File: config.mk
export PLATFORM = sky130hd
export DESIGN_NAME = cmcs_bank
export DESIGN_NICKNAME = d
export VERILOG_FILES = /design/src/design/cmcs_pkg.sv /design/src/design/cmcs_bank.sv /design/src/design/cmcs_sync.sv
export SDC_FILE = /design/constraint.sdc
export NUM_CORES = 1
export LEC_CHECK = 0
export BUFFER_PORTS_ARGS = -buffer_cell sky130_fd_sc_hd__buf_2
export CAP_MARGIN = 5
export CORE_MARGIN = 2
export CORE_UTILIZATION = 50
export DETAILED_ROUTE_END_ITERATION = 8
export PLACE_DENSITY_LB_ADDON = 0.05
export SLEW_MARGIN = 20
export SYNTH_ARGS = -nofsm -noshare
export SYNTH_HDL_FRONTEND = slang
export SYNTH_SLANG_ARGS = --single-unit
export TNS_END_PERCENT = 5
File: constraint.sdc
create_clock -name core_clk_in -period 4.9 [get_ports core_clk_in]
set_input_delay 0.735 -clock core_clk_in [delete_from_list [all_inputs] [get_ports core_clk_in]]
set_output_delay 0.735 -clock core_clk_in [all_outputs]
set_load 0.03 [all_outputs]
File: src/design/cmcs_pkg.sv
// Package of offsets, field positions, codes and timing for the character-mode channel bank
package cmcs_pkg;

    // ==================================================
    // Word width and memory word indices
    // ==================================================
    localparam int          WORD_W          = 16;
    localparam int          ADDR_W          = 5;
    localparam logic [4:0]  IDX_ACTIVITY    = 5'h00;
    localparam logic [4:0]  IDX_OUTCOME     = 5'h01;
    localparam logic [4:0]  IDX_FAULT       = 5'h02;
    localparam logic [4:0]  IDX_PROTOCOL    = 5'h03;
    localparam logic [4:0]  IDX_TX_ANOMALY  = 5'h04;
    localparam logic [4:0]  IDX_RX_ANOMALY  = 5'h05;
    localparam logic [4:0]  IDX_COMMAND     = 5'h18;

    // ==================================================
    // Field positions
    // ==================================================
    localparam int          XFER_STATUS     = 0;
    localparam int          XFER_COMMAND    = 1;
    localparam int          XFER_ADJUST     = 2;
    localparam int          NUM_XFER        = 3;
    localparam int          CMD_CLR_CNT_BIT = 0;
    localparam int          CMD_DTR_ON_BIT  = 8;
    localparam int          CMD_DTR_OFF_BIT = 9;
    localparam int          MODEM_DCD_BIT   = 0;
    localparam int          MODEM_CTS_BIT   = 2;
    localparam int          MODEM_DSR_BIT   = 3;
    localparam int          ABORT_BIT       = 0;
    localparam int          FAULT_BITS      = 8;

    // ==================================================
    // Codes and reset values
    // ==================================================
    localparam logic [15:0] REBOOT_CODE     = 16'hdead;
    localparam logic [7:0]  PROTO_CHAR_MODE = 8'h03;
    localparam logic [7:0]  PROTO_NONE      = 8'h00;
    localparam logic [15:0] WORD_RST        = 16'h0000;
    localparam logic [15:0] COUNT_MAX       = 16'hffff;

    // ==================================================
    // Timing
    // ==================================================
    localparam int          CLK_PERIOD_NS   = 10;
    localparam int          XFER_TIME_NS    = 40;
    localparam int          XFER_CYCLES     = (XFER_TIME_NS + CLK_PERIOD_NS - 1) / CLK_PERIOD_NS;
    localparam int          XCNT_W          = 4;

    // ==================================================
    // Exchange slot states
    // ==================================================
    typedef enum logic [1:0] {
        CMCS_IDLE = 2'b01,
        CMCS_BUSY = 2'b10
    } cmcs_xfer_e;

endpackage

File: src/design/cmcs_bank.sv
// Status and command word bank of one character-mode serial channel
`timescale 1ns/1ns
module cmcs_bank
    import cmcs_pkg::*;
#(
    parameter bit EXTENDED = 1'b1
) (
    // Clock and reset
    input  wire logic              core_clk_in,
    input  wire logic              rst_b_in,
    // Memory word port
    input  wire logic [ADDR_W-1:0] word_addr_in,
    input  wire logic              word_wr_in,
    input  wire logic [WORD_W-1:0] word_wdata_in,
    output logic      [WORD_W-1:0] word_rdata_out,
    // Output word 0
    input  wire logic              out_word_wr_in,
    input  wire logic [WORD_W-1:0] out_word_wdata_in,
    output logic      [WORD_W-1:0] output_command_word_out,
    // Explicit exchange requests
    input  wire logic              status_read_request_in,
    input  wire logic              command_write_request_in,
    input  wire logic              adjust_request_in,
    // Channel events and configuration
    input  wire logic              tx_anomaly_in,
    input  wire logic              rx_anomaly_in,
    input  wire logic [7:0]        fault_live_in,
    input  wire logic              char_mode_cfg_in,
    // Modem pins
    input  wire logic              cts_pin_in,
    input  wire logic              dcd_pin_in,
    input  wire logic              dsr_pin_in,
    output logic                   dtr_out,
    // Status and actions
    output logic                   channel_error_flag_out,
    output logic      [WORD_W-1:0] modem_input_lines_out,
    output logic                   reboot_out,
    output logic                   abort_all_transfers_out
);

    // ==================================================
    // Declarations
    // ==================================================
    logic [WORD_W-1:0]   tx_anomaly_count_reg;
    logic [WORD_W-1:0]   rx_anomaly_count_reg;
    logic [WORD_W-1:0]   channel_command_word_reg;
    logic [WORD_W-1:0]   channel_fault_word_reg;
    logic [WORD_W-1:0]   link_protocol_id_reg;
    logic [NUM_XFER-1:0] exchange_outcome_reg;
    logic [NUM_XFER-1:0] xfer_busy;
    logic [NUM_XFER-1:0] xfer_done;
    logic [NUM_XFER-1:0] xfer_req;
    logic [NUM_XFER-1:0] xfer_fail;
    logic [2:0]          modem_level;
    logic                abort_edge;
    logic                cmd_apply;
    logic                clr_counters;
    logic                status_read_busy;
    logic                command_xfer_busy;
    logic                adjust_xfer_busy;
    logic                status_read_failed;
    logic                adjust_xfer_failed;
    logic [WORD_W-1:0]   rdata_next;

    assign xfer_req          = {adjust_request_in, command_write_request_in, status_read_request_in};
    assign status_read_busy  = xfer_busy[XFER_STATUS];
    assign command_xfer_busy = xfer_busy[XFER_COMMAND];
    assign adjust_xfer_busy  = xfer_busy[XFER_ADJUST];
    assign status_read_failed = exchange_outcome_reg[XFER_STATUS];
    assign adjust_xfer_failed = exchange_outcome_reg[XFER_ADJUST];

    // ==================================================
    // Output word 0: store, reboot code, abort edge
    // ==================================================
    always_ff @(posedge core_clk_in or negedge rst_b_in) begin
        if (!rst_b_in) begin
            output_command_word_out <= WORD_RST;
        end else if (out_word_wr_in) begin
            output_command_word_out <= out_word_wdata_in;
        end
    end

    always_ff @(posedge core_clk_in or negedge rst_b_in) begin
        if (!rst_b_in) begin
            reboot_out <= 1'b0;
        end else begin
            reboot_out <= out_word_wr_in && (out_word_wdata_in == REBOOT_CODE);
        end
    end

    // Edge taken from the write itself so a rewrite of 1 over 1 does not abort
    assign abort_edge = EXTENDED && out_word_wr_in && out_word_wdata_in[ABORT_BIT]
                        && !output_command_word_out[ABORT_BIT];

    always_ff @(posedge core_clk_in or negedge rst_b_in) begin
        if (!rst_b_in) begin
            abort_all_transfers_out <= 1'b0;
        end else begin
            abort_all_transfers_out <= abort_edge;
        end
    end

    // ==================================================
    // Explicit exchange slots
    // ==================================================
    for (genvar i = 0; i < NUM_XFER; i++) begin : g_xfer
        cmcs_xfer_e        state_reg;
        logic [XCNT_W-1:0] cnt_reg;

        always_ff @(posedge core_clk_in or negedge rst_b_in) begin
            if (!rst_b_in) begin
                state_reg <= CMCS_IDLE;
                cnt_reg   <= '0;
            end else begin
                unique case (state_reg)
                    CMCS_IDLE: begin
                        if (xfer_req[i] && !abort_edge) begin
                            state_reg <= CMCS_BUSY;
                            cnt_reg   <= XCNT_W'(XFER_CYCLES);
                        end
                    end
                    CMCS_BUSY: begin
                        if (xfer_done[i]) begin
                            state_reg <= CMCS_IDLE;
                        end else begin
                            cnt_reg <= cnt_reg - 1'b1;
                        end
                    end
                endcase
            end
        end

        assign xfer_busy[i] = (state_reg == CMCS_BUSY);
        assign xfer_done[i] = xfer_busy[i] && (abort_edge || cnt_reg == XCNT_W'(1));
    end

    // Abort fails every open exchange; the adjust exchange is not served on the extended variant
    assign xfer_fail = {NUM_XFER{abort_edge}} | {EXTENDED, 2'b00};

    always_ff @(posedge core_clk_in or negedge rst_b_in) begin
        if (!rst_b_in) begin
            exchange_outcome_reg <= '0;
        end else begin
            for (int k = 0; k < NUM_XFER; k++) begin
                if (xfer_done[k]) begin
                    exchange_outcome_reg[k] <= xfer_fail[k];
                end
            end
        end
    end

    // ==================================================
    // Status snapshot taken by a completed status read, and the error flag that follows the live faults
    // ==================================================
    always_ff @(posedge core_clk_in or negedge rst_b_in) begin
        if (!rst_b_in) begin
            channel_fault_word_reg <= WORD_RST;
            link_protocol_id_reg   <= WORD_RST;
        end else if (xfer_done[XFER_STATUS] && !abort_edge) begin
            channel_fault_word_reg <= {8'h00, fault_live_in};
            link_protocol_id_reg   <= {8'h00, char_mode_cfg_in ? PROTO_CHAR_MODE : PROTO_NONE};
        end
    end

    always_ff @(posedge core_clk_in or negedge rst_b_in) begin
        if (!rst_b_in) begin
            channel_error_flag_out <= 1'b0;
        end else begin
            channel_error_flag_out <= |fault_live_in;
        end
    end

    // ==================================================
    // Command word and its application
    // ==================================================
    always_ff @(posedge core_clk_in or negedge rst_b_in) begin
        if (!rst_b_in) begin
            channel_command_word_reg <= WORD_RST;
        end else if (word_wr_in && word_addr_in == IDX_COMMAND) begin
            channel_command_word_reg <= word_wdata_in;
        end
    end

    assign cmd_apply    = xfer_done[XFER_COMMAND] && !abort_edge;
    assign clr_counters = cmd_apply && channel_command_word_reg[CMD_CLR_CNT_BIT];

    always_ff @(posedge core_clk_in or negedge rst_b_in) begin
        if (!rst_b_in) begin
            dtr_out <= 1'b0;
        end else if (cmd_apply) begin
            if (channel_command_word_reg[CMD_DTR_OFF_BIT]) begin
                dtr_out <= 1'b0;
            end else if (channel_command_word_reg[CMD_DTR_ON_BIT]) begin
                dtr_out <= 1'b1;
            end
        end
    end

    // ==================================================
    // Anomaly counters; an event in the clearing cycle survives
    // ==================================================
    always_ff @(posedge core_clk_in or negedge rst_b_in) begin
        if (!rst_b_in) begin
            tx_anomaly_count_reg <= WORD_RST;
        end else if (clr_counters) begin
            tx_anomaly_count_reg <= {15'h0000, tx_anomaly_in};
        end else if (tx_anomaly_in && tx_anomaly_count_reg != COUNT_MAX) begin
            tx_anomaly_count_reg <= tx_anomaly_count_reg + 1'b1;
        end
    end

    always_ff @(posedge core_clk_in or negedge rst_b_in) begin
        if (!rst_b_in) begin
            rx_anomaly_count_reg <= WORD_RST;
        end else if (clr_counters) begin
            rx_anomaly_count_reg <= {15'h0000, rx_anomaly_in};
        end else if (rx_anomaly_in && rx_anomaly_count_reg != COUNT_MAX) begin
            rx_anomaly_count_reg <= rx_anomaly_count_reg + 1'b1;
        end
    end

    // ==================================================
    // Modem inputs
    // ==================================================
    cmcs_sync #(
        .WIDTH (3)
    ) u_sync (
        .core_clk_in (core_clk_in),
        .rst_b_in    (rst_b_in),
        .pin_in      ({dsr_pin_in, cts_pin_in, dcd_pin_in}),
        .level_out   (modem_level)
    );

    always_ff @(posedge core_clk_in or negedge rst_b_in) begin
        if (!rst_b_in) begin
            modem_input_lines_out <= WORD_RST;
        end else begin
            modem_input_lines_out                <= WORD_RST;
            modem_input_lines_out[MODEM_DCD_BIT] <= EXTENDED && modem_level[0];
            modem_input_lines_out[MODEM_CTS_BIT] <= modem_level[1];
            modem_input_lines_out[MODEM_DSR_BIT] <= EXTENDED && modem_level[2];
        end
    end

    // ==================================================
    // Word read port, one cycle latency
    // ==================================================
    always_comb begin
        rdata_next = WORD_RST;
        case (word_addr_in)
            IDX_ACTIVITY:   rdata_next = {13'h0000, xfer_busy};
            IDX_OUTCOME:    rdata_next = {13'h0000, exchange_outcome_reg};
            IDX_FAULT:      rdata_next = channel_fault_word_reg;
            IDX_PROTOCOL:   rdata_next = link_protocol_id_reg;
            IDX_TX_ANOMALY: rdata_next = tx_anomaly_count_reg;
            IDX_RX_ANOMALY: rdata_next = rx_anomaly_count_reg;
            IDX_COMMAND:    rdata_next = channel_command_word_reg;
            default:        rdata_next = WORD_RST;
        endcase
    end

    always_ff @(posedge core_clk_in or negedge rst_b_in) begin
        if (!rst_b_in) begin
            word_rdata_out <= WORD_RST;
        end else begin
            word_rdata_out <= rdata_next;
        end
    end
endmodule

File: src/design/cmcs_sync.sv
// Three-stage pin synchroniser that accepts a change once stages two and three agree
`timescale 1ns/1ns
module cmcs_sync
    import cmcs_pkg::*;
#(
    parameter int WIDTH = 3
) (
    // Clock and reset
    input  wire logic             core_clk_in,
    input  wire logic             rst_b_in,
    // Pins and filtered levels
    input  wire logic [WIDTH-1:0] pin_in,
    output logic      [WIDTH-1:0] level_out
);

    // ==================================================
    // Per-bit stages
    // ==================================================
    for (genvar i = 0; i < WIDTH; i++) begin : g_bit
        logic s1_reg;
        logic s2_reg;
        logic s3_reg;

        always_ff @(posedge core_clk_in or negedge rst_b_in) begin
            if (!rst_b_in) begin
                s1_reg <= 1'b0;
                s2_reg <= 1'b0;
                s3_reg <= 1'b0;
            end else begin
                s1_reg <= pin_in[i];
                s2_reg <= s1_reg;
                s3_reg <= s2_reg;
            end
        end

        always_ff @(posedge core_clk_in or negedge rst_b_in) begin
            if (!rst_b_in) begin
                level_out[i] <= 1'b0;
            end else if (s2_reg == s3_reg) begin
                level_out[i] <= s3_reg;
            end
        end
    end

endmodule

==> impl.org, run 1 <==
** STA
- At the pin with the least slew margin, the transition time is 0.988 ns.
- Setup violations remaining at the end of the flow were counted as 0.
- The final count of hold timing violations is 0.
- Of the available clock period, the critical path in the final layout requires 53.2%.
- Setup clock skew after layout :: 0.00844 ns
- Achievable clock frequency :: 0.383 GHz
- Minimum clock period after layout :: 2.61 ns
- The max-slew violation count came to 0.
- On the final layout, the worst hold slack is 0.263 ns.
- The worst pin sits at a relative slew slack of 34.1%.
- Setup repair after global routing left no endpoint under its margin.
- Summed over all failing endpoints, the final setup total negative slack is 0 ns.

** Logic synthesis
- After synthesis, the largest area contributor takes up 53.7% of total cell area.
- Counting flops with a built-in enable in the synthesized netlist gives 0.
- Dominant cells by area after synthesis :: dfrtp_1 54%, mux2_2 7.7%, a21oi_1 2.8%, or4_1 2.7%, o31ai_1 2.6%
- Mean Syn Cell Area :: 11.3 sq um
- Async SR Flop Fraction :: 100%
- The synthesized netlist devotes 13.7% of its cell area to compound gates.
- After technology mapping, the gate count stands at 521.
- Sequential area share after synthesis :: 55.0%
- In the synthesized netlist the dominant register cell turns out to be dfrtp_1.
- Most used standard cell by instance count after synthesis :: dfrtp_1
- Multiplexer share of the synthesized area :: 8.05%
- The synthesized netlist contains 54 unique library cells.
- Cell accounting for the most synthesized area :: dfrtp_1
- Summed instance area of the synthesized netlist :: 0.00588 sq mm
- Of the total synthesized cell area, the portion taken by full adders, half adders and majority gates is 2.21%.
- Post-synthesis simple-gate area fraction :: 15.6%
- Parity-gate share of the synthesized area counting xor and xnor cells :: 0%
- By count the netlist is led by 126 x dfrtp_1, 40 x mux2_2, 33 x a21oi_1.
- After synthesis, the largest family of logic cells by area is simple AND/OR/NAND/NOR gates.
- During synthesis, Yosys emitted a total of 0 warnings.
- #FFs+latches synth :: 129

** Clock tree
- Counting every sink on the clock net gives 129.
- Cts bufs inserted :: 17
- Clock tree from TritonCTS :: built
- Post-CTS Setup Inserts :: 0
- In this run the number of H-tree levels came out at 4.
- Hold repair after CTS inserted 0 buffers.
- Once the clock tree was built, the resizer swapped 0 gates to a different size.
- The clock reaches the later pin of the worst-skew pair after 0.41 ns.
- Clock-pin slew was measured on the worst setup and hold paths at 0.06 ns.
- Cell chosen for the clock root :: clkbuf_16
- Buffer depth of the longest clock path :: 2

** Placed design
- The congestion estimate from routability-driven global placement came to 0.826.
- Placed instance count :: 741
- HPWL after detailed placement :: 9100 um
- Once placement finished, the instance area stood at 0.00640 sq mm.
- Input and output buffers added on the ports amount to 96.

** Drt
- Wires add up to 12900 um.
- # DRC :: 0
- Number of vias in the routed layout :: 4478
- Residual antenna-violating net count after detailed routing :: 0
- Starting DRC count in detailed routing :: 354
- Using the TritonRoute via totals, the vias-per-cell ratio works out to 5.79.
- 1st-pass router iterations :: 8
- Routed WL per cell :: 16.6 um

** Floorplan
- For this configuration, the core starts out at a cell density of 51.2%.
- Number of standard-cell rows in the floorplan :: 39
- The die covers 0.0126 sq mm.
- Die X-Extent :: 112 um
- In this run the vertical extent of the chip is 112 um.
- I/O pin count :: 110
- The floorplan step defined a core boundary enclosing 0.0115 sq mm.

** Power and ir drop
- Power per Cell Area :: 503 mW/mm^2
- Power dissipated by switching net loads :: 0.00100 W
- IR drop worst, VDD :: 0.416 mV
- In this run the static leakage power is 3.28 nW.
- Power share of the combinational group :: 17.9%
- Power share of the clock group :: 40.9%
- Register share of total power :: 41.1%
- Fraction of power spent switching nets :: 28.1%
- Summing internal, switching and leakage power gives 0.00356 W.
- Internal power :: 0.00256 W

** Global routing
- Across every metal layer, demand over resource in global routing totals 21.7%.
- Antenna violations before repair :: 0
- GR Overflow Total :: 0
- Pin count of the biggest net entering global routing :: 53
- Vias in the first global route :: 4486
- Wire length of the first global-routing pass :: 21700 um

** Finish
- Summing all non-filler instances in the final layout gives an area of 0.00709 sq mm.
- Fin cells :: 773
- Number of nets at the end of the flow :: 683
- Fraction of final layout cells sized beyond drive strength 1 :: 29.4%
- P&R area growth vs syn :: 20.7%
- ANT cells :: 0

** Worst setup path
- Startpoint Class :: input port
- The critical path is of the input port to register type.
- In this run the worst path has a maximum fanout of 26.
- Data arrival, critical path :: 2.95 ns
- The worst setup path is captured at a register.
- Req. time, crit path :: 5.24 ns

** Status
- The flow ran to the end, and the final reports show no timing, DRC or antenna violations.

** Run
- Max-Cap Viols :: 0

** Min path
- Class of the most critical hold timing path :: input port to asynchronous set/reset pin
routing by layer:
| metal | vias to the layer above | wire [um] | track usage [%] | share of wire, % |
|---|---|---|---|---|
| li1 | 2125 | - | - | - |
| met4 | 0 | 174 | 6.34 | 1.4 |
| met1 | 2213 | 5670 | 28.0 | 44 |
| met5 | - | 0 | 0 | 0 |
| met3 | 16 | 664 | 7.02 | 5.2 |
| met2 | 124 | 6350 | 35.5 | 49 |
critical path: stages:
cell	delay (ns)
buf_2	0.32
nand3b_1	0.50
and3_1	0.69
or4_1	0.62
nand2_1	0.08
layout by cell type, fill, tap and decap left out, types with 2 or more instances in the layout:
cell type / n
clkinv_2: 4
nand4_1: 11
buf_2: 95
nand3_1: 18
nand2b_1: 4
o22ai_1: 3
inv_1: 31
or2_2: 3
and4b_1: 2
or3_1: 12
nor4bb_1: 2
nand2_1: 25
nand3b_1: 3
bufinv_16: 7
a211oi_1: 2
and4_1: 6
clkinvlp_4: 2
dfstp_2: 3
o211ai_1: 5
a222oi_1: 9
and3_1: 3
a21oi_1: 33
ha_1: 8
a211o_1: 2
or3b_2: 3
a22oi_1: 16
mux2_2: 40
dfrtp_1: 126
o21ai_0: 23
nor4_1: 5
or4_1: 21
o21a_1: 4
clkbuf_16: 17
buf_4: 4
nor2_1: 13
maj3_1: 3
nor3_1: 11
nor2b_1: 3
o31ai_1: 20
conb_1: 13
power by group through the flow:
| stage | combinational, W | sequential (W) | clock (W) |
|---|---|---|---|
| detailed placement | 0.000639 | 0.00148 | 0 |
| global placement | 0.000616 | 0.00147 | 0 |
| CTS | 0.000648 | 0.00146 | 0.00148 |
| floorplan | 0.000436 | 0.00147 | 0 |
| global route | 0.000722 | 0.00150 | 0.00153 |
| finish | 0.000639 | 0.00147 | 0.00146 |
final timing paths:
path | start | endpoint | slack [ns] | cells after the start
max in group asynchronous | rst_b_in | output_command_word_out[12] | 3.65 | 2
min in group core_clk_in | u_sync.g_bit[0].s1_reg | u_sync.g_bit[0].s2_reg | 0.35 | 0
worst max register to register | output_command_word_out[0] | tx_anomaly_count_reg[8] | 2.54 | 4
worst min register to register | u_sync.g_bit[0].s1_reg | u_sync.g_bit[0].s2_reg | 0.35 | 0
worst max-delay path | out_word_wr_in | tx_anomaly_count_reg[8] | 2.29 | 5
worst min-delay path | rst_b_in | channel_command_word_reg[2] | 0.26 | 1
cells by family (layout without fill, tap and decap cells):
group | count (synthesis) | count (layout)
AOI/OAI and AO/OA | 122 | 122
adders and majority gates | 11 | 11
buffers and inverters | 65 | 162
DFF | 129 | 129
muxes | 41 | 41
other | 1 | 13
and+or+nand+nor | 152 | 152
final cells by class:
type	instances	area (sq um)
Tap cell	143	179
Fill cell	905	4380
Clock buffer	17	425
Multi-Input combinational cell	339	2370
Sequential cell	129	3230
Inverter	31	116
Timing Repair Buffer	99	505
Clock inverter	15	263
stage by stage:
stage / worst slack [ns] / util [%]
after global routing: 2.11 / 61.8
after CTS: 2.24 / 61.8
after global placement: 1.91 / 55.8
after detailed placement: 1.83 / 55.8
after floorplan: 2.64 / -
final: 2.29 / 61.8
Power figures use the tool's default switching activity.
==> run 2: changes to the inputs <==
==> constraint.sdc (replaced) <==
create_clock -name core_clk_in -period 2.7 [get_ports core_clk_in]
set_input_delay 0.405 -clock core_clk_in [delete_from_list [all_inputs] [get_ports core_clk_in]]
set_output_delay 0.405 -clock core_clk_in [all_outputs]
set_load 0.03 [all_outputs]
==> run 2 against run 1 <==
Global-route usage is 0.13 points lower. First-iteration DRC count fell by 4.8%. Clock power grew 57%. Critical path type is now register to register. Wire length is 0.44% lower. Largest power group unchanged. Non-clock buffer count grew 7.
==> impl.org, run 2 (synthesized netlist as in run 1, its figures left out) <==
** STA
- For the pin with the worst max-slew slack, the measured transition is 0.736 ns.
- Post-Route Setup TNS :: 0 ns
- Static timing analysis puts the maximum clock frequency at 0.480 GHz.
- Clock skew on the completed layout was measured at 0.00747 ns.
- Setup violations remaining at the end of the flow were counted as 0.
- Endpoints failing hold :: 0
- Dividing the final minimum period by the clock period gives 77.2%.
- Relative slew slack :: 50.5%
- Count of final max-slew check failures :: 0
- Setup repair after global routing left no endpoint under its margin.
- For the finished layout, the period the worst path requires is 2.08 ns.

** Drt
- Starting DRC count in detailed routing :: 337
- In the routed layout, each cell is associated on average with a via count of 5.75.
- The detailed router placed 4484 vias in this run.
- Once detail routing completed, the nets flagged for antenna violations numbered 0.
- Routed WL per cell :: 16.4 um
- # DRC :: 0
- 1st-pass router iterations :: 5
- Total Wirelength :: 12800 um

** Worst setup path
- Of all nets on the critical path, the largest fanout is 9.
- Startpoint Class :: register
- In this design, the stage delay of the slowest critical-path cell is 0.52 ns.
- In this run the critical register-to-register path is launched from g_xfer[0].cnt_reg[1].
- Tracing the worst setup path back leads to its startpoint at g_xfer[0].cnt_reg[1].
- Req. time, crit path :: 3.00 ns
- STA classifies the critical path endpoint as a register.
- The cell family contributing the most delay on the critical path is simple AND/OR/NAND/NOR gates.
- The worst setup path is of the register to register kind.
- Crit path cell chain :: inv_1 -> ha_1 -> or3b_2 -> or3_1 -> mux2_2
- The slowest stage of the critical path is the or3_1 cell.
- Data arrival, critical path :: 2.38 ns
- Counting both buffers and inverters, the worst setup path holds a total of 1.

** Global routing
- The number of global-route vias before repair was 4498.
- After global routing the overflow that remains totals 0.
- Antenna violations before repair :: 0
- For this run, the total global-route usage over all layers was measured as 21.6%.
- The first global-routing pass estimated 21600 um of wire.
- Entering global routing, the biggest net connects 62 pins.

** Clock tree
- Clock latency reported for the late side of the worst-skew pair :: 0.42 ns
- CTS placed an instance of clkbuf_16 at the clock tree root.
- In this run the number of H-tree levels came out at 4.
- Clock tree from TritonCTS :: built
- The tree built by TritonCTS fans out to 129 sinks.
- Clock-pin slew reported for the worst setup and hold paths after clock tree synthesis :: 0.05 ns
- Cts bufs inserted :: 17
- Buffers added to address setup during post-CTS repair amount to 0.
- Buffer depth of the longest clock path :: 2
- Quantity of gates resized following cts :: 0
- In this run, post-CTS hold repair placed 0 buffers.

** Floorplan
- Starting density of the core :: 51.2%
- Die extent in y :: 112 um
- Die area :: 0.0126 sq mm
- The core region is 0.0115 sq mm.
- Die X-Extent :: 112 um
- Number of standard-cell rows in the floorplan :: 39
- I/O pin count :: 110

** Power and ir drop
- The analysis attributes to cell leakage a power of 3.27 nW.
- Power comes to 0.00610 W.
- Power spread over the standard cell area amounts to 864 mW/mm^2.
- IR drop worst, VDD :: 0.684 mV

** Status
- The run finished with clean final reports.

** Run
- Across the run, the number of max-cap violations was 0.

** Finish
- ANT cells :: 0
- The filler cells instantiated in the layout total 947.
- In the final layout, the share of cells above drive strength 1 is 29.7%.
- Leaving out fill and tap cells, the most frequent cell in the layout is dfrtp_1.
- The top cell types in the final layout, fill and taps aside, are 126 x dfrtp_1, 95 x buf_2, 40 x mux2_2.
- From synthesis to final layout, the design area changed by 20.1%.
- The net count of the finished layout is 690.
- Area taken by flip-flops and latches :: 0.00323 sq mm
- Combined area of the multi-input logic cells :: 0.00237 sq mm

** Placed design
- At the end of routability-driven placement, the weighted congestion stood at 0.824.
- Count of buffers inserted at the top-level ports :: 96
- Summed over all nets, the half-perimeter wirelength after detailed placement is 9090 um.

** Min path
- Class of the most critical hold timing path :: input port to asynchronous set/reset pin
## run 2: cell count changes in the layout (fill, tap and decap cells not counted), sizes merged
cell	delta
buf	+7
clkinvlp	+1
bufinv	-4
inv	-1
clkbuf	+4
## run 2: routing by layer
metal	track usage (%)	routed length (um)	share of wire (%)
met1	27.7	5630	44
met2	34.6	6270	49
met3	6.43	639	5.0
met4	8.94	253	2.0
met5	0	0	0
## run 2: final cells by class
type                    instances  share of cell area, %
flip-flops and latches        129                   45.8
multi-input cells             339                   33.6
repair buffers                106                   8.09
clock buffers                  21                   6.38
well taps                     143                   2.54
clock inverters                11                   1.95
inverters                      31                   1.65
## run 2: worst paths after layout
check,cells past startpoint,slack [ns],to
max reg2reg,5,0.62,channel_fault_word_reg[7]
min reg2reg,0,0.35,u_sync.g_bit[0].s2_reg
max in group asynchronous,2,1.88,g_xfer[1].state_reg[0]
min,1,0.01,channel_fault_word_reg[7]
min in group core_clk_in,1,0.09,u_sync.g_bit[2].s1_reg
max,5,0.62,channel_fault_word_reg[7]
## run 2: per-stage QoR
stage / utilization, % / std cells / worst slack (ns) / hold WS, ns / instance area, sq um
floorplan: - / 533 / 0.753 / 0.109 / 5920
global placement: 56.4 / 748 / 0.637 / 0.332 / 6470
detailed placement: 56.4 / 748 / 0.562 / 0.337 / 6470
CTS: 61.5 / 780 / 0.604 / 0.0343 / 7060
global route: 61.5 / 780 / 0.473 / 0.0639 / 7060
finish: 61.5 / 780 / 0.617 / 0.0115 / 7060
## run 2: worst reg2reg max path, cell delays in order, from the launching register on
cell     delay, ns
dfrtp_1       0.37
inv_1         0.09
ha_1          0.15
or3b_2        0.49
or3_1         0.52
mux2_2        0.35
## run 2: power breakdown
part / switching, W / internal, W
registers: 0.000329 / 0.00233
logic: 0.000644 / 0.000513
clock network: 0.000821 / 0.00147
total: 0.00179 / 0.00430
==> run 3: changes to the inputs <==
==> constraint.sdc (replaced) <==
create_clock -name core_clk_in -period 1.8 [get_ports core_clk_in]
set_input_delay 0.27 -clock core_clk_in [delete_from_list [all_inputs] [get_ports core_clk_in]]
set_output_delay 0.27 -clock core_clk_in [all_outputs]
set_load 0.03 [all_outputs]
==> run 3 against run 2 <==
Setup slack got worse by 0.61 ns. Clock power grew 50%. Critical endpoint unchanged. Critical path depth unchanged. Global-route usage increased by 2.2 points. Register-to-register slack got worse by 0.61 ns. Largest cell class unchanged. Clock-buffer cell count rose by 1. Combinational power is 87% higher. Non-clock buffer count rose by 43. Highest routed layer unchanged.
==> impl.org, run 3 (synthesized netlist as in run 1, its figures left out) <==
** Worst setup path
- Crit Path Class :: register to register
- End of the worst register-to-register path :: channel_fault_word_reg[7]
- Worst R2R Start :: g_xfer[0].cnt_reg[1]
- Endpoint kind of the worst setup timing path :: register
- Measured in cells, the most critical reg-to-reg path has a length of 5.
- Startpoint Class :: register
- Req. time, crit path :: 2.10 ns
- Critical Path Fanout Max :: 9
- Flop2flop setup slack :: 0.005 ns
- Data arrival, critical path :: 2.10 ns

** Global routing
- The number of global-route vias before repair was 4822.
- Entering global routing, the biggest net connects 45 pins.
- Global routing used 23.8% of the available tracks across all layers.
- Antenna violations before repair :: 0
- Wire length of the first global-routing pass :: 23700 um
- After global routing the overflow that remains totals 0.

** Clock tree
- Clock Sinks :: 129
- In this run the deepest clock path goes through 2 buffers.
- Deepest level of the CTS H-tree :: 4
- The tree is rooted in a clkbuf_16.
- Cts bufs inserted :: 17
- Clock-pin slew reported for the worst setup and hold paths after clock tree synthesis :: 0.06 ns
- Clock tree from TritonCTS :: built
- The later pin in the worst-skew pair is clocked with a latency of 0.42 ns.

** Drt
- Total Wirelength :: 14300 um
- The first detailed-routing pass ran for 5 iterations.
- In the final routed layout, each cell accounts on average for 17.3 um.
- After the first detailed-routing iteration, the DRC count stood at 344.
- Summing over every cut layer, the via total after detailed routing is 4768.
- Via/cell ratio :: 5.79
- # DRC :: 0
- Residual antenna-violating net count after detailed routing :: 0

** Power and ir drop
- Power spread over the standard cell area amounts to 1270 mW/mm^2.
- IR drop worst, VDD :: 0.868 mV
- Leak pwr :: 3.51 nW

** Min path
- Source of the worst hold timing path :: fault_live_in[2]
- Worst Hold Path EP :: channel_error_flag_out
- Hold path depth :: 3
- Class of the most critical hold timing path :: input port to register

** STA
- Minimum clock period after layout :: 1.80 ns
- Setup repair after global routing missed its margin :: yes
- Relative slew slack :: 52.2%
- At the pin with the least slew margin, the transition time is 0.717 ns.
- Achievable clock frequency :: 0.557 GHz
- Setup clock skew after layout :: 0.00875 ns
- Post-Route Setup TNS :: 0 ns
- Setup slack on the critical path of the routed design comes to 0.00489 ns.
- The max-slew violation count was 0.
- On the final layout, the worst hold slack is 0.0614 ns.
- Endpoints failing hold :: 0
- Fin crit share :: 99.7%
- Setup violations remaining at the end of the flow were counted as 0.

** Placed design
- Routability-driven placement finished with a final weighted congestion of 0.823.
- The wire-length estimate of the detail-placed layout is 10100 um.
- Once placement completed, the tool counted placed cells totaling 785.
- Placed Instance Area :: 0.00679 sq mm
- Count of buffers inserted at the top-level ports :: 96
- Post-Place Worst Slack :: -0.0740 ns

** Floorplan
- Die extent in y :: 112 um
- Starting density of the core :: 51.2%
- Die area :: 0.0126 sq mm
- I/O pin count :: 110
- The region available for standard cell placement spans 0.0115 sq mm.
- The die is 112 um wide.
- Number of standard-cell rows in the floorplan :: 39

** Run
- The tool flagged a number of max-cap violations equal to 0.

** Finish
- Cells with a size suffix above 1 make up 36.8% of the layout.
- Combined area of the multi-input logic cells :: 0.00248 sq mm
- Finished layout cell area :: 0.00754 sq mm
- Area taken by flip-flops and latches :: 0.00324 sq mm
- Number of nets at the end of the flow :: 733
- Fin cells :: 823
- ANT cells :: 0
- Most frequent standard cell in the layout excluding fill and tap cells :: dfrtp_1
- The library cells used most frequently in the layout, excluding fill and tap cells, are 123 x dfrtp_1, 95 x buf_2, 46 x buf_4.
- The filler cells instantiated in the layout total 931.
- P&R area growth vs syn :: 28.4%

** Status
- The flow ran to the end, and the final reports show no timing, DRC or antenna violations.
==> run 3: cell count changes in the layout (fill, tap and decap cells not counted), sizes merged <==
cell / before / now
buf: 106 / 145
bufinv: 3 / 2
dlygate4sd3: 0 / 4
clkbuf: 21 / 22
==> run 3: worst max path at each step <==
stage,slack (ns),startpoint,depth (start not counted),end
global route,-0.07,g_xfer[0].cnt_reg[1],5,channel_fault_word_reg[7]
detailed placement,-0.07,g_xfer[0].cnt_reg[1],5,channel_fault_word_reg[0]
global placement,-0.06,g_xfer[0].cnt_reg[1],5,channel_fault_word_reg[1]
floorplan,0.007,word_addr_in[0],7,channel_command_word_reg[10]
finish,0.005,g_xfer[0].cnt_reg[1],5,channel_fault_word_reg[7]
CTS,0.0006,g_xfer[1].cnt_reg[1],7,g_xfer[1].cnt_reg[3]
==> run 3: power breakdown <==
part	switching (W)	internal [W]
Clock	0.00126	0.00217
Combinational	0.00114	0.00103
Sequential	0.000462	0.00350
Total	0.00286	0.00669
==> run 3: routing by layer <==
layer | up-vias | wire length, um | part of all wire, % | GRT usage, %
met5 | - | 0 | 0 | 0
met2 | 166 | 7070 | 50 | 38.8
met3 | 23 | 871 | 6.1 | 5.83
li1 | 2222 | - | - | -
met1 | 2357 | 5980 | 42 | 30.7
met4 | 0 | 350 | 2.5 | 10.1
==> run 3: area by class of cell <==
| type | instances | share of cell area (%) |
|---|---|---|
| timing repair buffer | 149 | 12.5 |
| clock buffer | 22 | 6.42 |
| sequential | 129 | 42.9 |
| clock inverter | 10 | 1.43 |
| tap | 143 | 2.37 |
| inverter | 31 | 1.54 |
| multi-input combinational | 339 | 32.9 |
==> run 3: critical path, cell delays in order (launching register included) <==
cell	delay, ns
dfrtp_1	0.36
inv_1	0.07
ha_1	0.13
or3b_4	0.40
or3_4	0.41
mux2_2	0.30
==> run 3: what timing repair did <==
item,in CTS,in global routing
hold buffers,4,0
buffers inserted,0,2
pin swaps,0,1
endpoints found under the hold margin,24,0
setup endpoints to repair,16,50
gates resized for setup,4,22
==> run 3: per-stage QoR <==
stage	total power (W)	utilization [%]
floorplan	0.00521	-
global placement	0.00590	59.2
detailed placement	0.00598	59.2
CTS	0.00948	64.8
global route	0.0101	65.8
finish	0.00955	65.8
